File: src/rtl/canraf_pkg.sv
// package: register map, field layout and reset values for the can reset/filter/timing block
package canraf_pkg;
  // register indices (byte address = 4 * index)
  localparam logic [3:0] IDX_CONTROL = 4'h0;
  localparam logic [3:0] IDX_COMMAND = 4'h1;
  localparam logic [3:0] IDX_STATUS = 4'h2;
  localparam logic [3:0] IDX_IRQ_FLAG = 4'h3;
  localparam logic [3:0] IDX_ACCEPT_CODE = 4'h4;
  localparam logic [3:0] IDX_ACCEPT_MASK = 4'h5;
  localparam logic [3:0] IDX_BIT_TIMING_ZERO = 4'h6;
  localparam logic [3:0] IDX_RX_DATA = 4'h7;
  // control register fields
  localparam int CTL_RESET_REQ = 0;
  localparam int CTL_RX_IRQ_EN = 1;
  localparam int CTL_TX_IRQ_EN = 2;
  localparam int CTL_OVR_IRQ_EN = 4;
  localparam int CTL_REF_ACTIVE = 5;
  localparam int CTL_TEST_MODE = 7;
  // command register fields
  localparam int CMD_TX_REQ = 0;
  localparam int CMD_ABORT_TX = 1;
  localparam int CMD_RELEASE_RX = 2;
  localparam int CMD_CLEAR_OVR = 3;
  localparam int CMD_SLEEP = 4;
  localparam int CMD_RX1_ACTIVE = 6;
  localparam int CMD_RX0_ACTIVE = 7;
  // status register fields
  localparam int ST_RX_FULL = 0;
  localparam int ST_OVERRUN = 1;
  localparam int ST_TX_FREE = 2;
  localparam int ST_TX_DONE = 3;
  localparam int ST_RX_ACTIVE = 4;
  localparam int ST_TX_ACTIVE = 5;
  localparam int ST_ERROR = 6;
  localparam int ST_BUS_OFF = 7;
  // interrupt flag fields
  localparam int IRQ_RX = 0;
  localparam int IRQ_TX = 1;
  localparam int IRQ_OVR = 3;
  // field positions in bit timing zero
  localparam int BT_PRESCALE_MSB = 5;
  localparam int BT_JUMP_LSB = 6;
  // reset values
  localparam logic [7:0] CONTROL_RST = 8'h21;
  localparam logic [7:0] STATUS_RST = 8'h0c;
  localparam logic [7:0] BYTE_ZERO = 8'h00;
  localparam logic [7:0] BYTE_ONES = 8'hff;
  // count widths and id field
  localparam int PRESCALE_W = 7;
  localparam int ID_HI_MSB = 10;
  localparam int ID_HI_LSB = 3;
endpackage

File: src/rtl/canraf_fifo.sv
// file: synchronous valid/ready fifo used as the receive buffer store
`timescale 1ns/1ps
`default_nettype none
module canraf_fifo #(
  parameter int WIDTH = 8,
  parameter int DEPTH = 32
) (
  // clock and reset
  input wire logic clk_i,
  input wire logic rst_i,
  input wire logic flush_i,
  // fill side
  input wire logic [WIDTH-1:0] in_data_i,
  input wire logic in_valid_i,
  output logic in_ready_o,
  // drain side
  output logic [WIDTH-1:0] out_data_o,
  output logic out_valid_o,
  input wire logic out_ready_i,
  output logic [$clog2(DEPTH):0] level_o
);
  localparam int AW = $clog2(DEPTH);
  logic [WIDTH-1:0] mem [DEPTH];  // storage words
  logic [AW-1:0] wr_ptr;  // next write slot
  logic [AW-1:0] rd_ptr;  // next read slot
  logic [AW:0] count;  // words held
  logic do_wr;
  logic do_rd;

  assign in_ready_o = (count != DEPTH[AW:0]);
  assign out_valid_o = (count != '0);
  assign out_data_o = mem[rd_ptr];
  assign level_o = count;
  assign do_wr = in_valid_i && in_ready_o;
  assign do_rd = out_valid_o && out_ready_i;

  // storage write, no reset needed on the array
  always_ff @(posedge clk_i) begin
    if (do_wr) begin
      mem[wr_ptr] <= in_data_i;
    end
  end

  // pointers and count; flush empties the store in one cycle
  always_ff @(posedge clk_i) begin
    if (rst_i || flush_i) begin
      wr_ptr <= '0;
      rd_ptr <= '0;
      count <= '0;
    end else begin
      if (do_wr) begin
        wr_ptr <= (wr_ptr == AW'(DEPTH - 1)) ? '0 : wr_ptr + 1'b1;
      end
      if (do_rd) begin
        rd_ptr <= (rd_ptr == AW'(DEPTH - 1)) ? '0 : rd_ptr + 1'b1;
      end
      count <= count + (AW+1)'(do_wr) - (AW+1)'(do_rd);
    end
  end
endmodule
`default_nettype wire

File: src/rtl/canraf_top.sv
// file: can controller reset state, acceptance filter, receive store and prescaler
// Behaviour
// - reset request forces idle, fixed command pattern, cleared flags
// - external reset also forces bus and reference bits
// - filter and timing registers writable only during reset
// - accepted message stored into empty buffer sequentially
// - accepted message without free buffer sets overrun
// - complete reception sets full, enabled receive flag
// - own accepted transmission stored too, overrun if full
// - accept when masked id bits equal code
// - mask high is don't care, low relevant
// - resynchronize on every relevant bus edge
// - resync step limited to jump width plus one
// - tick period two clocks times prescale plus one
// - code, mask, timing at indices four five six
// - bus off sets reset request until cpu clears
// - reading flags clears them; any flag raises irq
//
// The Wishbone slave port was decided locally.
`timescale 1ns/1ps
`default_nettype none
module canraf_top
  import canraf_pkg::*;
#(
  parameter int MSG_BYTES = 10,  // descriptor plus data bytes per buffer
  parameter int FIFO_DEPTH = 32
) (
  // clock and reset
  input wire logic clk_i,
  input wire logic rst_i,
  // wishbone slave
  input wire logic cyc_i,
  input wire logic stb_i,
  input wire logic we_i,
  input wire logic [5:0] adr_i,
  input wire logic [3:0] sel_i,
  input wire logic [31:0] dat_i,
  output logic [31:0] dat_o,
  output logic ack_o,
  output logic err_o,
  // protocol engine side: message bytes and events
  input wire logic [10:0] msg_id_i,
  input wire logic msg_start_i,
  input wire logic msg_own_tx_i,
  input wire logic [7:0] msg_byte_i,
  input wire logic msg_byte_valid_i,
  input wire logic msg_done_i,
  input wire logic tx_done_i,
  input wire logic bus_off_i,
  input wire logic bus_edge_i,
  input wire logic [3:0] phase_err_i,
  // timing and status outputs
  output logic scl_tick_o,
  output logic [2:0] resync_step_o,
  output logic resync_o,
  output logic reset_request_o,
  output logic irq_o
);
  localparam int LW = $clog2(FIFO_DEPTH) + 1;

  // registers
  logic [7:0] control_reg;  // reset request, enables, reference
  logic [7:0] command_reg;  // latched command bits
  logic [7:0] status_reg;  // device state
  logic [7:0] irq_flag_reg;  // sticky interrupt flags
  logic [7:0] accept_code;
  logic [7:0] accept_mask;
  logic [7:0] bit_timing_zero;
  logic ext_reset_seen;  // first reset request came from rst_i

  // bus decode
  logic [3:0] idx;
  logic req;
  logic wr_lo;
  logic rd_now;
  logic cfg_idx;
  logic mapped;
  assign idx = adr_i[5:2];
  assign req = cyc_i && stb_i && !ack_o && !err_o;
  assign wr_lo = req && we_i && sel_i[0];
  assign rd_now = req && !we_i;
  assign cfg_idx = (idx == IDX_ACCEPT_CODE) || (idx == IDX_ACCEPT_MASK) || (idx == IDX_BIT_TIMING_ZERO);
  assign mapped = (idx <= IDX_RX_DATA) && adr_i[1:0] == 2'b00;

  // acceptance test: bitwise equality or mask must be all ones
  logic [7:0] id_hi;
  logic accept;
  assign id_hi = msg_id_i[ID_HI_MSB:ID_HI_LSB];
  assign accept = ((~(id_hi ^ accept_code)) | accept_mask) == BYTE_ONES;

  // receive store, three message buffers deep in bytes of a fifo
  logic fifo_in_ready;
  logic [7:0] fifo_out;
  logic fifo_out_valid;
  logic fifo_pop;
  logic [LW-1:0] fifo_level;
  logic buf_free;
  logic storing;  // current message being written
  logic store_own;  // current message is our own transmission
  logic push;
  logic rst_req;
  assign rst_req = control_reg[CTL_RESET_REQ];
  assign buf_free = (fifo_level + LW'(MSG_BYTES)) <= LW'(FIFO_DEPTH) && fifo_in_ready;
  assign push = storing && msg_byte_valid_i;
  assign fifo_pop = rd_now && idx == IDX_RX_DATA && fifo_out_valid;

  canraf_fifo #(.WIDTH(8), .DEPTH(FIFO_DEPTH)) u_store (
    .clk_i(clk_i),
    .rst_i(rst_i),
    .flush_i(rst_req),
    .in_data_i(msg_byte_i),
    .in_valid_i(push),
    .in_ready_o(fifo_in_ready),
    .out_data_o(fifo_out),
    .out_valid_o(fifo_out_valid),
    .out_ready_i(fifo_pop),
    .level_o(fifo_level)
  );

  // message storage control
  logic ovr_event;
  assign ovr_event = msg_start_i && accept && !buf_free && !rst_req;
  always_ff @(posedge clk_i) begin
    if (rst_i || rst_req) begin
      storing <= 1'b0;
      store_own <= 1'b0;
    end else if (msg_start_i) begin
      // own frames also stored: arbitration loss is unknown at start
      storing <= accept && buf_free;
      store_own <= msg_own_tx_i;
    end else if (msg_done_i) begin
      storing <= 1'b0;
    end
  end

  logic rx_complete;
  assign rx_complete = msg_done_i && storing && !store_own;

  // control register; bus off forces reset request, cpu clears it
  always_ff @(posedge clk_i) begin
    if (rst_i) begin
      control_reg <= CONTROL_RST;
    end else begin
      if (wr_lo && idx == IDX_CONTROL) begin
        control_reg <= dat_i[7:0];
      end
      if (bus_off_i) begin
        control_reg[CTL_RESET_REQ] <= 1'b1;
      end
      if (rst_req || (wr_lo && idx == IDX_CONTROL && dat_i[CTL_RESET_REQ])) begin
        control_reg[CTL_TEST_MODE] <= 1'b0;
      end
    end
  end

  // strap-like flag: note whether reset request stems from rst_i
  always_ff @(posedge clk_i) begin
    if (rst_i) begin
      ext_reset_seen <= 1'b1;
    end else if (!rst_req) begin
      ext_reset_seen <= 1'b0;
    end
  end

  // command register; reset request forces the documented pattern
  always_ff @(posedge clk_i) begin
    if (rst_i) begin
      command_reg <= BYTE_ZERO;
      command_reg[CMD_RX0_ACTIVE] <= 1'b1;
      command_reg[CMD_RX1_ACTIVE] <= 1'b1;
      command_reg[CMD_CLEAR_OVR] <= 1'b1;
      command_reg[CMD_RELEASE_RX] <= 1'b1;
    end else if (rst_req) begin
      command_reg[CMD_SLEEP] <= 1'b0;
      command_reg[CMD_ABORT_TX] <= 1'b0;
      command_reg[CMD_TX_REQ] <= 1'b0;
      command_reg[CMD_CLEAR_OVR] <= 1'b1;
      command_reg[CMD_RELEASE_RX] <= 1'b1;
      if (ext_reset_seen) begin
        command_reg[CMD_RX0_ACTIVE] <= 1'b1;
        command_reg[CMD_RX1_ACTIVE] <= 1'b1;
      end
    end else if (wr_lo && idx == IDX_COMMAND) begin
      command_reg <= dat_i[7:0];
    end else begin
      // one-shot commands clear themselves after one cycle
      command_reg[CMD_CLEAR_OVR] <= 1'b0;
      command_reg[CMD_RELEASE_RX] <= 1'b0;
      command_reg[CMD_ABORT_TX] <= 1'b0;
      if (tx_done_i) begin
        command_reg[CMD_TX_REQ] <= 1'b0;
      end
    end
  end

  // status register; events win over clears
  always_ff @(posedge clk_i) begin
    if (rst_i) begin
      status_reg <= STATUS_RST;
    end else if (rst_req) begin
      status_reg[ST_TX_ACTIVE] <= 1'b0;
      status_reg[ST_RX_ACTIVE] <= 1'b0;
      status_reg[ST_TX_DONE] <= 1'b1;
      status_reg[ST_TX_FREE] <= 1'b1;
      status_reg[ST_OVERRUN] <= 1'b0;
      status_reg[ST_RX_FULL] <= 1'b0;
      status_reg[ST_BUS_OFF] <= ext_reset_seen ? 1'b0 : bus_off_i;
      if (ext_reset_seen) begin
        status_reg[ST_ERROR] <= 1'b0;
      end
    end else begin
      status_reg[ST_BUS_OFF] <= bus_off_i;
      status_reg[ST_RX_ACTIVE] <= storing && !store_own;
      status_reg[ST_TX_ACTIVE] <= command_reg[CMD_TX_REQ];
      if (command_reg[CMD_TX_REQ]) begin
        status_reg[ST_TX_DONE] <= 1'b0;
        status_reg[ST_TX_FREE] <= 1'b0;
      end
      if (tx_done_i) begin
        status_reg[ST_TX_DONE] <= 1'b1;
        status_reg[ST_TX_FREE] <= 1'b1;
      end
      if (ovr_event) begin
        status_reg[ST_OVERRUN] <= 1'b1;
      end else if (command_reg[CMD_CLEAR_OVR]) begin
        status_reg[ST_OVERRUN] <= 1'b0;
      end
      if (rx_complete) begin
        status_reg[ST_RX_FULL] <= 1'b1;
      end else if (!fifo_out_valid) begin
        status_reg[ST_RX_FULL] <= 1'b0;
      end
    end
  end

  // interrupt flags: set wins over read-clear
  logic flag_read;
  assign flag_read = rd_now && idx == IDX_IRQ_FLAG;
  always_ff @(posedge clk_i) begin
    if (rst_i || rst_req) begin
      irq_flag_reg <= BYTE_ZERO;
    end else begin
      if (flag_read) begin
        irq_flag_reg <= BYTE_ZERO;
      end
      if (rx_complete && control_reg[CTL_RX_IRQ_EN]) begin
        irq_flag_reg[IRQ_RX] <= 1'b1;
      end
      if (tx_done_i && control_reg[CTL_TX_IRQ_EN]) begin
        irq_flag_reg[IRQ_TX] <= 1'b1;
      end
      if (ovr_event && control_reg[CTL_OVR_IRQ_EN]) begin
        irq_flag_reg[IRQ_OVR] <= 1'b1;
      end
    end
  end

  // filter and timing registers, locked outside reset request
  always_ff @(posedge clk_i) begin
    if (rst_i) begin
      accept_code <= BYTE_ZERO;
      accept_mask <= BYTE_ONES;
      bit_timing_zero <= BYTE_ZERO;
    end else if (wr_lo && rst_req && cfg_idx) begin
      if (idx == IDX_ACCEPT_CODE) begin
        accept_code <= dat_i[7:0];
      end
      if (idx == IDX_ACCEPT_MASK) begin
        accept_mask <= dat_i[7:0];
      end
      if (idx == IDX_BIT_TIMING_ZERO) begin
        bit_timing_zero <= dat_i[7:0];
      end
    end
  end

  // read mux; locked registers read as zero
  logic [7:0] rd_byte;
  always_comb begin
    rd_byte = BYTE_ZERO;
    case (idx)
      IDX_CONTROL: rd_byte = control_reg;
      IDX_COMMAND: rd_byte = command_reg;
      IDX_STATUS: rd_byte = status_reg;
      IDX_IRQ_FLAG: rd_byte = irq_flag_reg;
      IDX_ACCEPT_CODE: rd_byte = rst_req ? accept_code : BYTE_ZERO;
      IDX_ACCEPT_MASK: rd_byte = rst_req ? accept_mask : BYTE_ZERO;
      IDX_BIT_TIMING_ZERO: rd_byte = rst_req ? bit_timing_zero : BYTE_ZERO;
      IDX_RX_DATA: rd_byte = fifo_out;
      default: rd_byte = BYTE_ZERO;
    endcase
  end

  // bus answer: one wait-free cycle, err on unmapped
  always_ff @(posedge clk_i) begin
    if (rst_i) begin
      ack_o <= 1'b0;
      err_o <= 1'b0;
      dat_o <= '0;
    end else begin
      ack_o <= req && mapped;
      err_o <= req && !mapped;
      dat_o <= {24'h000000, rd_byte};
    end
  end

  // prescaler: tick every 2*(prescale+1) clocks, reload on change
  logic [5:0] prescale_seen;
  logic [PRESCALE_W-1:0] pre_count;
  logic [PRESCALE_W-1:0] pre_reload;
  assign pre_reload = PRESCALE_W'({bit_timing_zero[BT_PRESCALE_MSB:0], 1'b0} + 7'h01);
  always_ff @(posedge clk_i) begin
    if (rst_i) begin
      prescale_seen <= 6'h00;
      pre_count <= '0;
      scl_tick_o <= 1'b0;
    end else begin
      prescale_seen <= bit_timing_zero[BT_PRESCALE_MSB:0];
      scl_tick_o <= 1'b0;
      if (prescale_seen != bit_timing_zero[BT_PRESCALE_MSB:0]) begin
        pre_count <= pre_reload;
      end else if (pre_count == '0) begin
        pre_count <= pre_reload;
        scl_tick_o <= 1'b1;
      end else begin
        pre_count <= pre_count - 1'b1;
      end
    end
  end

  // resync: phase error clamped to jump width plus one
  logic [3:0] jump_limit;
  assign jump_limit = {2'b00, bit_timing_zero[7:BT_JUMP_LSB]} + 4'h1;
  always_ff @(posedge clk_i) begin
    if (rst_i) begin
      resync_o <= 1'b0;
      resync_step_o <= 3'h0;
    end else begin
      resync_o <= bus_edge_i && !rst_req;
      resync_step_o <= 3'((phase_err_i > jump_limit) ? jump_limit : phase_err_i);
    end
  end

  // registered copies for status pins
  always_ff @(posedge clk_i) begin
    if (rst_i) begin
      reset_request_o <= 1'b1;
      irq_o <= 1'b0;
    end else begin
      reset_request_o <= rst_req || bus_off_i;
      irq_o <= |irq_flag_reg;
    end
  end
endmodule
`default_nettype wire

File: config.mk
export PLATFORM = sky130hd
export DESIGN_NAME = canraf_top
export DESIGN_NICKNAME = d
export VERILOG_FILES = /design/src/rtl/canraf_pkg.sv /design/src/rtl/canraf_fifo.sv /design/src/rtl/canraf_top.sv
export SDC_FILE = /design/constraint.sdc
export NUM_CORES = 1
export LEC_CHECK = 0
export BUFFER_PORTS_ARGS = -buffer_cell sky130_fd_sc_hd__buf_2
export CAP_MARGIN = 20
export CORE_AREA = 2 2 143 284
export DETAILED_ROUTE_END_ITERATION = 8
export DIE_AREA = 0 0 145 286
export GPL_TIMING_DRIVEN = 0
export PLACE_DENSITY_LB_ADDON = 0.1
export SYNTH_ARGS = -nofsm -noshare
export SYNTH_HDL_FRONTEND = slang
export SYNTH_SLANG_ARGS = --single-unit
export TNS_END_PERCENT = 5
File: constraint.sdc
create_clock -name clk_i -period 2.4 [get_ports clk_i]
set_input_delay 0.48 -clock clk_i [delete_from_list [all_inputs] [get_ports clk_i]]
set_output_delay 0.48 -clock clk_i [all_outputs]
set_load 0.05 [all_outputs]
# Word level (Yosys, flattened, before mapping)
# Memory sizes are Yosys's and may differ from the RTL's. A register that Yosys moved wholly into a read port is not among the register bits.
# Index checks and enable logic that the tools add are counted.
word_totals:
  register_bits: 123
  mem_bits_rw: 256
  mem_count: 1
  elab_cells: 166
op_classes:
  bitwise_logic: 5
  n_lt_le_gt_ge: 3
  n_eq_ne: 14
  add_sub_neg: 8
  n_mux: 31
  reduce_logical: 67
memory_table:
  columns: ["name", "words", "word_bits", "rd", "rd_clocked_by_memory_dff", "write_ports", "line_no", "source"]
  rows:
  - ["u_store.mem", 32, 8, 1, 1, 1, "canraf_fifo.sv:23", "logic [WIDTH-1:0] mem [DEPTH];"]
ops:
  columns: ["op", "count"]
  rows:
  - ["one-hot mux 8 bit (8 select lines)", 1]
  - ["logical AND 1 bit", 32]
  - ["two-way mux 8 bit", 3]
  - ["two-way mux 5 bit", 4]
  - ["== test 4 x 3 -> 1 bit (second input constant)", 4]
  - ["two-way mux 1 bit", 15]
  - ["two-way mux 7 bit", 2]
  - ["nonzero test 2 bit", 7]
  - ["two-way mux 4 bit", 3]
  - ["adder 5 x 1 -> 5 bit (second input constant)", 2]
  - ["== test 5 bit (second input constant)", 2]
  - ["AND reduction 2 bit", 5]
  - ["OR reduction 3 bit", 3]
  - ["== test 4 x 2 -> 1 bit (second input constant)", 2]
  - ["== test 8 bit (second input constant)", 1]
  - ["NOT 8 bit", 1]
  - ["bitwise OR 8 bit", 1]
  - ["OR reduction 2 bit", 4]
  - ["XOR 8 bit", 1]
  - ["adder 7 x 1 -> 7 bit (second input constant)", 1]
  - ["logical NOT 1 bit", 7]
  - ["logical NOT 7 bit", 1]
  - ["subtractor 7 x 1 -> 7 bit (second input constant)", 1]
  - ["adder 6 x 1 -> 6 bit", 1]
  - ["17 further kinds", 24]

# Longest topological paths before layout
# Gate-level depths: netlist (run 1).
depth:
  ltp_word: 9
  ltp_mapped: 16

# Hierarchy
# From an unflattened synthesis (run 1), not the netlist that was laid out.
unflattened:
  cells_unflattened: 1067
  area_unflattened_um2: 15098.2
by_module_without_submodules:
  columns: ["mod", "cells_each", "area_each_um2", "instances"]
  rows:
  - ["canraf_fifo", 626, 11111.9, 1]
  - ["canraf_top", 441, 3986.3, 1]

# Least setup slack after synthesis (run 1)
# Ideal clock, no wire load.
synth_path:
  path_kind: "flip-flop to flip-flop"
  from: "reg err_o"
  to: "reg u_store.count[5], in the netlist u_store.level_o[5]"
  synth_period_minus_slack_ns: 2.527
  path_slack_ns: -0.127
  arrival_time_ns: 2.400
  stages_incl_launch_ff: 13
  setup_ns: 0.128
  required_time_ns: 2.272
  path_cell_list: "dfxtp_1 > nand4bb_4 > nor3_1 > and3_1 > ha_1 > inv_1 > ha_1 > a21o_1 > a21oi_1 > o21bai_1 > a21oi_1 > xnor2_1 > nor2_1"
synth_via:
  elab_chain_cells: 7
synth_lines:
  columns: ["element", "line_no", "source"]
  rows:
  - ["start, declared", "canraf_top.sv:40", "output logic err_o,"]
  - ["start signal, assigned", "canraf_top.sv:302", "err_o <= req && !mapped;"]
  - ["logical NOT 1 bit", "canraf_top.sv:79", "assign req = cyc_i && stb_i && !ack_o && !err_o;"]
  - ["logical AND 1 bit", "canraf_top.sv:79", null]
  - ["logical AND 1 bit", "canraf_top.sv:81", "assign rd_now = req && !we_i;"]
  - ["logical AND 1 bit (2 in a row)", "canraf_top.sv:105", "assign fifo_pop = rd_now && idx == IDX_RX_DATA && fifo_out_valid;"]
  - ["logical AND 1 bit", "canraf_fifo.sv:35", "assign do_rd = out_valid_o && out_ready_i;"]
  - ["named net u_store.do_rd", "canraf_fifo.sv:28", "logic do_rd;"]
  - ["subtractor 6 x 1 -> 6 bit", "canraf_fifo.sv:57", "count <= count + (AW+1)'(do_wr) - (AW+1)'(do_rd);"]
  - ["end signal, assigned", "canraf_fifo.sv:57", null]
  - ["end, declared", "canraf_fifo.sv:26", "logic [AW:0] count;"]
# The timed path passes the listed nets, and every way through them passes these cells.
# A chain may end at the register's enable or synchronous reset.

==> impl_metrics.env, run 1 <==
export IMPL_synth_simple_area_share_pct=8.69
export IMPL_muxShareOfSynthArea_pct=13.5
export IMPL_first_iter_violations=439
export IMPL_core_rowCount=103
export IMPL_final_core_util_pct=45.6
export IMPL_tightest_slew_ps=968
export IMPL_final_cell_mix="256 x edfxtp_1, 103 x mux2i_1, 99 x dfxtp_1"
export IMPL_layout_drive_gt1_share_pct=25.5
export IMPL_outcome="finished, final reports clean"
export IMPL_n_antenna_cell=0
export IMPL_regMostFlops="u_store.mem"
export IMPL_min_period_ps=2360
export IMPL_cts_tree="built"
export IMPL_area_growth_pct=18.9
export IMPL_start_util_pct=38.4
export IMPL_first_pass_iters=5
export IMPL_vias_per_cell=5.16
export IMPL_ys_warn_count=0
export IMPL_whs_ps=146
export IMPL_cpLargestDelayFamily="buffers and inverters"
export IMPL_worst_path_max_delay_cell="a211oi_1"
export IMPL_crit_path_end_kind="flip-flop"
export IMPL_cts_made_buffers=34
export IMPL_die_w_um=145
export IMPL_die_area_mm2=0.0415
export IMPL_fmax_mhz=423
export IMPL_yosys_area_share_adder_pct=2.21
export IMPL_final_setup_worst_slack_ps=37.8
export IMPL_peakVddDrop_v=0.000436
export IMPL_ys_ff_latch=359
export IMPL_post_place_ws_ps=-918
export IMPL_netlist_cell_type_count=60
export IMPL_grt_usage_pct=20.2
export IMPL_postPlaceCellArea_mm2=0.0162
export IMPL_grt_pass1_wl_um=61200
export IMPL_drt_total_wl_um=41700
export IMPL_dp_hpwl_um=29800
export IMPL_clockBufferDepth=3
export IMPL_fin_setup_tns_ps=0
export IMPL_core_area_mm2=0.0393
export IMPL_ios=118
export IMPL_crit_fanout=10
export IMPL_routedWlPerCell_um=23.9
export IMPL_crit_type="flip-flop to flip-flop"
export IMPL_io_buffers=63
export IMPL_drc=0
export IMPL_hp_class="input port to flip-flop"
export IMPL_detail_route_antenna_nets=0
export IMPL_cp_start_kind="flip-flop"
export IMPL_relSlewSlack_pct=35.0
export IMPL_cts_root_buffer="clkbuf_16"
export IMPL_yosys_most_used_dff="edfxtp_1"
export IMPL_cp_required_ps=2820
export IMPL_final_common_cell="edfxtp_1"
export IMPL_synth_area_mm2=0.0151
export IMPL_antenna_found_initial=0
export IMPL_vias=8999
export IMPL_crit_chain="buf_2 > buf_6 > buf_4 > mux4_2 > a211oi_1 > nor3_1 > a22o_1"
export IMPL_nFillCells=3512
export IMPL_grt_pass1_vias=9462
export IMPL_crit_buf_inv=3
export IMPL_htreeDepth=2
export IMPL_period_share_pct=98.4
export IMPL_crit_arrival_ps=2780
export IMPL_synth_top_family_by_area="multiplexers"
export IMPL_grt_max_degree=33
export IMPL_cpPeakStageDelay_ps=370
export IMPL_die_h_um=286
export IMPL_clk_latency_ps=540
export IMPL_grt_overflow=0
export IMPL_p_per_area_mw_per_mm2=730
export IMPL_synth_xor_area_share_pct=1.39
export IMPL_rsz0062_at_grt="true"
export IMPL_setup_viol=0
export IMPL_finalHoldViolCount=0
export IMPL_p_leak_uw=0.00593
export IMPL_place_congestion=0.825
export IMPL_synth_compound_area_share_pct=5.92
export IMPL_async_flop_share_pct=0
export IMPL_cts_sinks=359
export IMPL_slew_violations=0
export IMPL_seq_area_frac_synth_pct=64.6
export IMPL_final_cell_area_mm2=0.0179
export IMPL_synth_avg_cell_area_um2=14.3
export IMPL_postSynthCellCount=1053
export IMPL_clock_skew_ps=17.5
export IMPL_maxCapViolations=0
export IMPL_nNetsFinal=1296
export IMPL_synth_edff_count=256
export IMPL_clkTransAtPathRegs_ps=70
export IMPL_largest_reg_flops=256
[cell type report]
type                       count  area (um2)  share of cell area [%]
timing repair buffer          82         518                    2.89
sequential                   359        9750                    54.4
clock inverter                19         219                    1.22
buffer                        73         498                    2.78
multi-input combinational    617        5290                    29.5
tap                          525         657                    3.66
clock buffer                  43         898                    5.01
inverter                      26         105                   0.586
[per-stage QoR]
stage	power, uW	std cells
after detailed placement	7730	1665
final	13100	1744
after CTS	13200	1740
after global routing	13500	1744
after floorplan	7450	1076
after global placement	7720	1664
[final timing paths]
| check | cells past startpoint | slack, ps | startpoint | endpoint |
|---|---|---|---|---|
| setup / recovery | 7 | 40 | flip-flop | dat_o[0] |
| hold / removal | 3 | 150 | bus_off_i | control_reg[0] |
| setup reg to reg | 7 | 40 | flip-flop | dat_o[0] |
| hold reg to reg | 2 | 490 | irq_flag_reg[0] | irq_flag_reg[0] |
[cell usage after synthesis (5+ instances only)]
| cell type | number | area [um2] |
|---|---|---|
| a311oi_1 | 5 | 43.8 |
| buf_1 | 8 | 30.0 |
| edfxtp_1 | 256 | 7690 |
| a22oi_1 | 15 | 113 |
| mux2i_1 | 104 | 1040 |
| nand3_1 | 9 | 45.0 |
| xor2_1 | 8 | 70.1 |
| a211oi_1 | 7 | 52.6 |
| nand2_1 | 40 | 150 |
| dfxtp_1 | 103 | 2060 |
| nand2b_1 | 7 | 43.8 |
| nor2_1 | 111 | 417 |
| a21oi_1 | 41 | 205 |
| o22ai_1 | 13 | 81.3 |
| nor3_1 | 17 | 85.1 |
| mux4_2 | 43 | 968 |
| a221oi_1 | 5 | 43.8 |
| clkbuf_1 | 21 | 78.8 |
| buf_2 | 14 | 70.1 |
| o21ai_0 | 12 | 60.1 |
| inv_1 | 25 | 93.8 |
| buf_4 | 26 | 195 |
| and3_1 | 5 | 31.3 |
| a22o_1 | 6 | 52.6 |
| nor2b_1 | 31 | 194 |
| xnor2_1 | 16 | 140 |
| a211o_1 | 9 | 78.8 |
| or3_1 | 10 | 62.6 |
| ha_1 | 25 | 313 |
[report_power, final]
part / internal (uW) / switching (uW)
Combinational: 304 / 536
Sequential: 6690 / 48.0
Clock: 3120 / 2380
[cells by family (layout without fill, tap and decap cells)]
family          after synthesis  after routing
mux                         150            150
compound gates              133            133
buf+inv                     100            243
xor+xnor                     24             24
flops                       359            359
other cells                   1             24
simple gates                260            260
fa+ha+maj                    26             26
[worst min-delay path, stage by stage]
cell     delay (ps)
buf_2            90
nor2_1           40
nand2_1          40
[layer usage]
metal | wire length [um] | global-route usage [%]
met1 | 14100 | 19.5
met2 | 24700 | 41.9
met3 | 1270 | 2.52
met4 | 1610 | 8.37
met5 | 0 | 0
[timing repair]
item / in CTS / in global routing
pin swaps: 13 / 6
buffers inserted: 14 / 4
gates resized for setup: 107 / 17
hold buffers: 0 / 0
setup endpoints to repair: 271 / 45
No activity file was read; power rests on OpenSTA's default activity.
==> inputs of run 2 (changes only) <==
clock period = 3 ns   (was 2.4 ns; I/O delays follow)
==> run 2 against run 1 <==
The flow now finishes with violations (negative setup slack). Clock skew grew 1.6 ps. First-iteration DRC count shrank 28%. Sequential share of layout area grew 1.4 points. Sequential power shrank 20%. Combinational power shrank 20%. Non-clock buffer count shrank 18. Critical path type unchanged.
==> impl_metrics.env, run 2 (synthesis results as in run 1) <==
export IMPL_die_h_um=286
export IMPL_tightest_slew_ps=971
export IMPL_clockBufferDepth=3
export IMPL_die_w_um=145
export IMPL_rsz0062_at_grt="true"
export IMPL_postPlaceCellArea_mm2=0.0162
export IMPL_n_antenna_cell=0
export IMPL_clkTransAtPathRegs_ps=60
export IMPL_rr_worst_depth=8
export IMPL_crit_arrival_ps=3180
export IMPL_r2r_start="u_store.level_o[3]"
export IMPL_grt_usage_pct=20.3
export IMPL_vias=8905
export IMPL_p_per_area_mw_per_mm2=623
export IMPL_first_iter_violations=318
export IMPL_cts_sinks=359
export IMPL_outcome="complete, but fails checks"
export IMPL_clk_latency_ps=540
export IMPL_antenna_found_initial=0
export IMPL_cts_made_buffers=35
export IMPL_area_growth_pct=15.8
export IMPL_clock_skew_ps=19.1
export IMPL_setup_viol=8
export IMPL_relSlewSlack_pct=35.0
export IMPL_ctsHoldBuffers=0
export IMPL_final_seq_area_mm2=0.00975
export IMPL_io_buffers=63
export IMPL_crit_start="u_store.level_o[3]"
export IMPL_core_rowCount=103
export IMPL_crit_fanout=8
export IMPL_cpMostUsedCell="nand2_1"
export IMPL_start_util_pct=38.4
export IMPL_grt_max_degree=33
export IMPL_fmax_mhz=331
export IMPL_detail_route_antenna_nets=0
export IMPL_final_common_cell="edfxtp_1"
export IMPL_nNetsFinal=1279
export IMPL_htreeDepth=2
export IMPL_cp_start_kind="flip-flop"
export IMPL_fin_setup_tns_ps=-167
export IMPL_cp_required_ps=3150
export IMPL_die_area_mm2=0.0415
export IMPL_crit_type="flip-flop to flip-flop"
export IMPL_min_from="bus_edge_i"
export IMPL_slew_violations=0
export IMPL_maxCapViolations=0
export IMPL_min_period_ps=3020
export IMPL_vias_per_cell=5.17
export IMPL_crit_cells=8
export IMPL_core_area_mm2=0.0393
export IMPL_final_cell_mix="256 x edfxtp_1, 104 x mux2i_1, 103 x dfxtp_1"
export IMPL_ios=118
export IMPL_dp_hpwl_um=30300
export IMPL_final_core_util_pct=44.4
export IMPL_hp_class="input port to flip-flop"
export IMPL_total_power_uw=10900
export IMPL_finalHoldViolCount=0
export IMPL_drc=0
export IMPL_peakVddDrop_v=0.000314
export IMPL_drt_total_wl_um=41900
export IMPL_cts_root_buffer="clkbuf_16"
export IMPL_worst_path_max_delay_cell="nor2_1"
export IMPL_grt_overflow=0
export IMPL_cpPeakStageDelay_ps=780
export IMPL_largest_reg_flops=256
export IMPL_crit_path_end_kind="flip-flop"
export IMPL_cts_setup_buffers=0
export IMPL_regMostFlops="u_store.mem"
export IMPL_hold_path_depth=2
export IMPL_final_cell_area_mm2=0.0175
export IMPL_routedWlPerCell_um=24.3
export IMPL_crit_buf_inv=2
export IMPL_nFillCells=3576
export IMPL_final_setup_worst_slack_ps=-24.4
export IMPL_first_pass_iters=4
export IMPL_crit_chain="inv_1 > ha_1 > nor3b_2 > nand2_1 > nand3_2 > clkinv_2 > nand2_1 > nor2_1"
export IMPL_place_congestion=0.847
export IMPL_multi_input_area_mm2=0.00497
export IMPL_grt_pass1_vias=9328
export IMPL_p_leak_uw=0.00585
export IMPL_cts_tree="built"
export IMPL_grt_pass1_wl_um=61400
export IMPL_violations="negative setup slack"
export IMPL_layout_drive_gt1_share_pct=20.1
export IMPL_period_share_pct=101
export IMPL_cpLargestDelayFamily="simple AND/OR/NAND/NOR gates"
## run 2: cell count changes in the layout (fill, tap and decap cells not counted), sizes merged
cell      delta
clkinv       -3
clkinvlp     -1
buf         -19
inv          -3
clkbuf       +3
bufinv       +3
## run 2: worst paths after layout
check	endpoint	slack, ps
worst max-delay path	u_store.mem[29][1]	-20
worst max register to register	u_store.mem[29][1]	-20
worst min register to register	control_reg[7]	490
worst min-delay path	resync_o	270
## run 2: area by class of cell
cell class / instances / area share, %
Buffer: 74 / 2.51
Clock buffer: 45 / 5.65
Clock inverter: 15 / 1.43
Inverter: 26 / 0.566
Multi-Input combinational cell: 617 / 28.4
Sequential cell: 359 / 55.8
Tap cell: 525 / 3.76
Timing Repair Buffer: 63 / 1.81
## run 2: routing by layer
metal  track usage (%)  share of wire, %
met2              41.9                58
met3              2.33               2.7
met4              9.46               4.7
met5                 0                 0
met1              19.5                34
## run 2: power by group
part,switching [uW],total (uW),internal (uW)
clock,1900,4820,2930
combinational,427,668,241
sequential,38.2,5390,5360
total,2360,10900,8520
## run 2: stage by stage
stage                     setup slack (ps)  std cells  hold slack, ps
after floorplan                        473       1076             446
after global placement                -845       1664             472
after detailed placement              -333       1664             484
after CTS                            -6.19       1724             246
after global routing                  -155       1724             265
final                                -24.4       1724             272
## run 2: timing repair
action	4_1_cts	5_1_grt
setup endpoints to repair	259	178
pin swaps	0	0
resized for setup	9	10
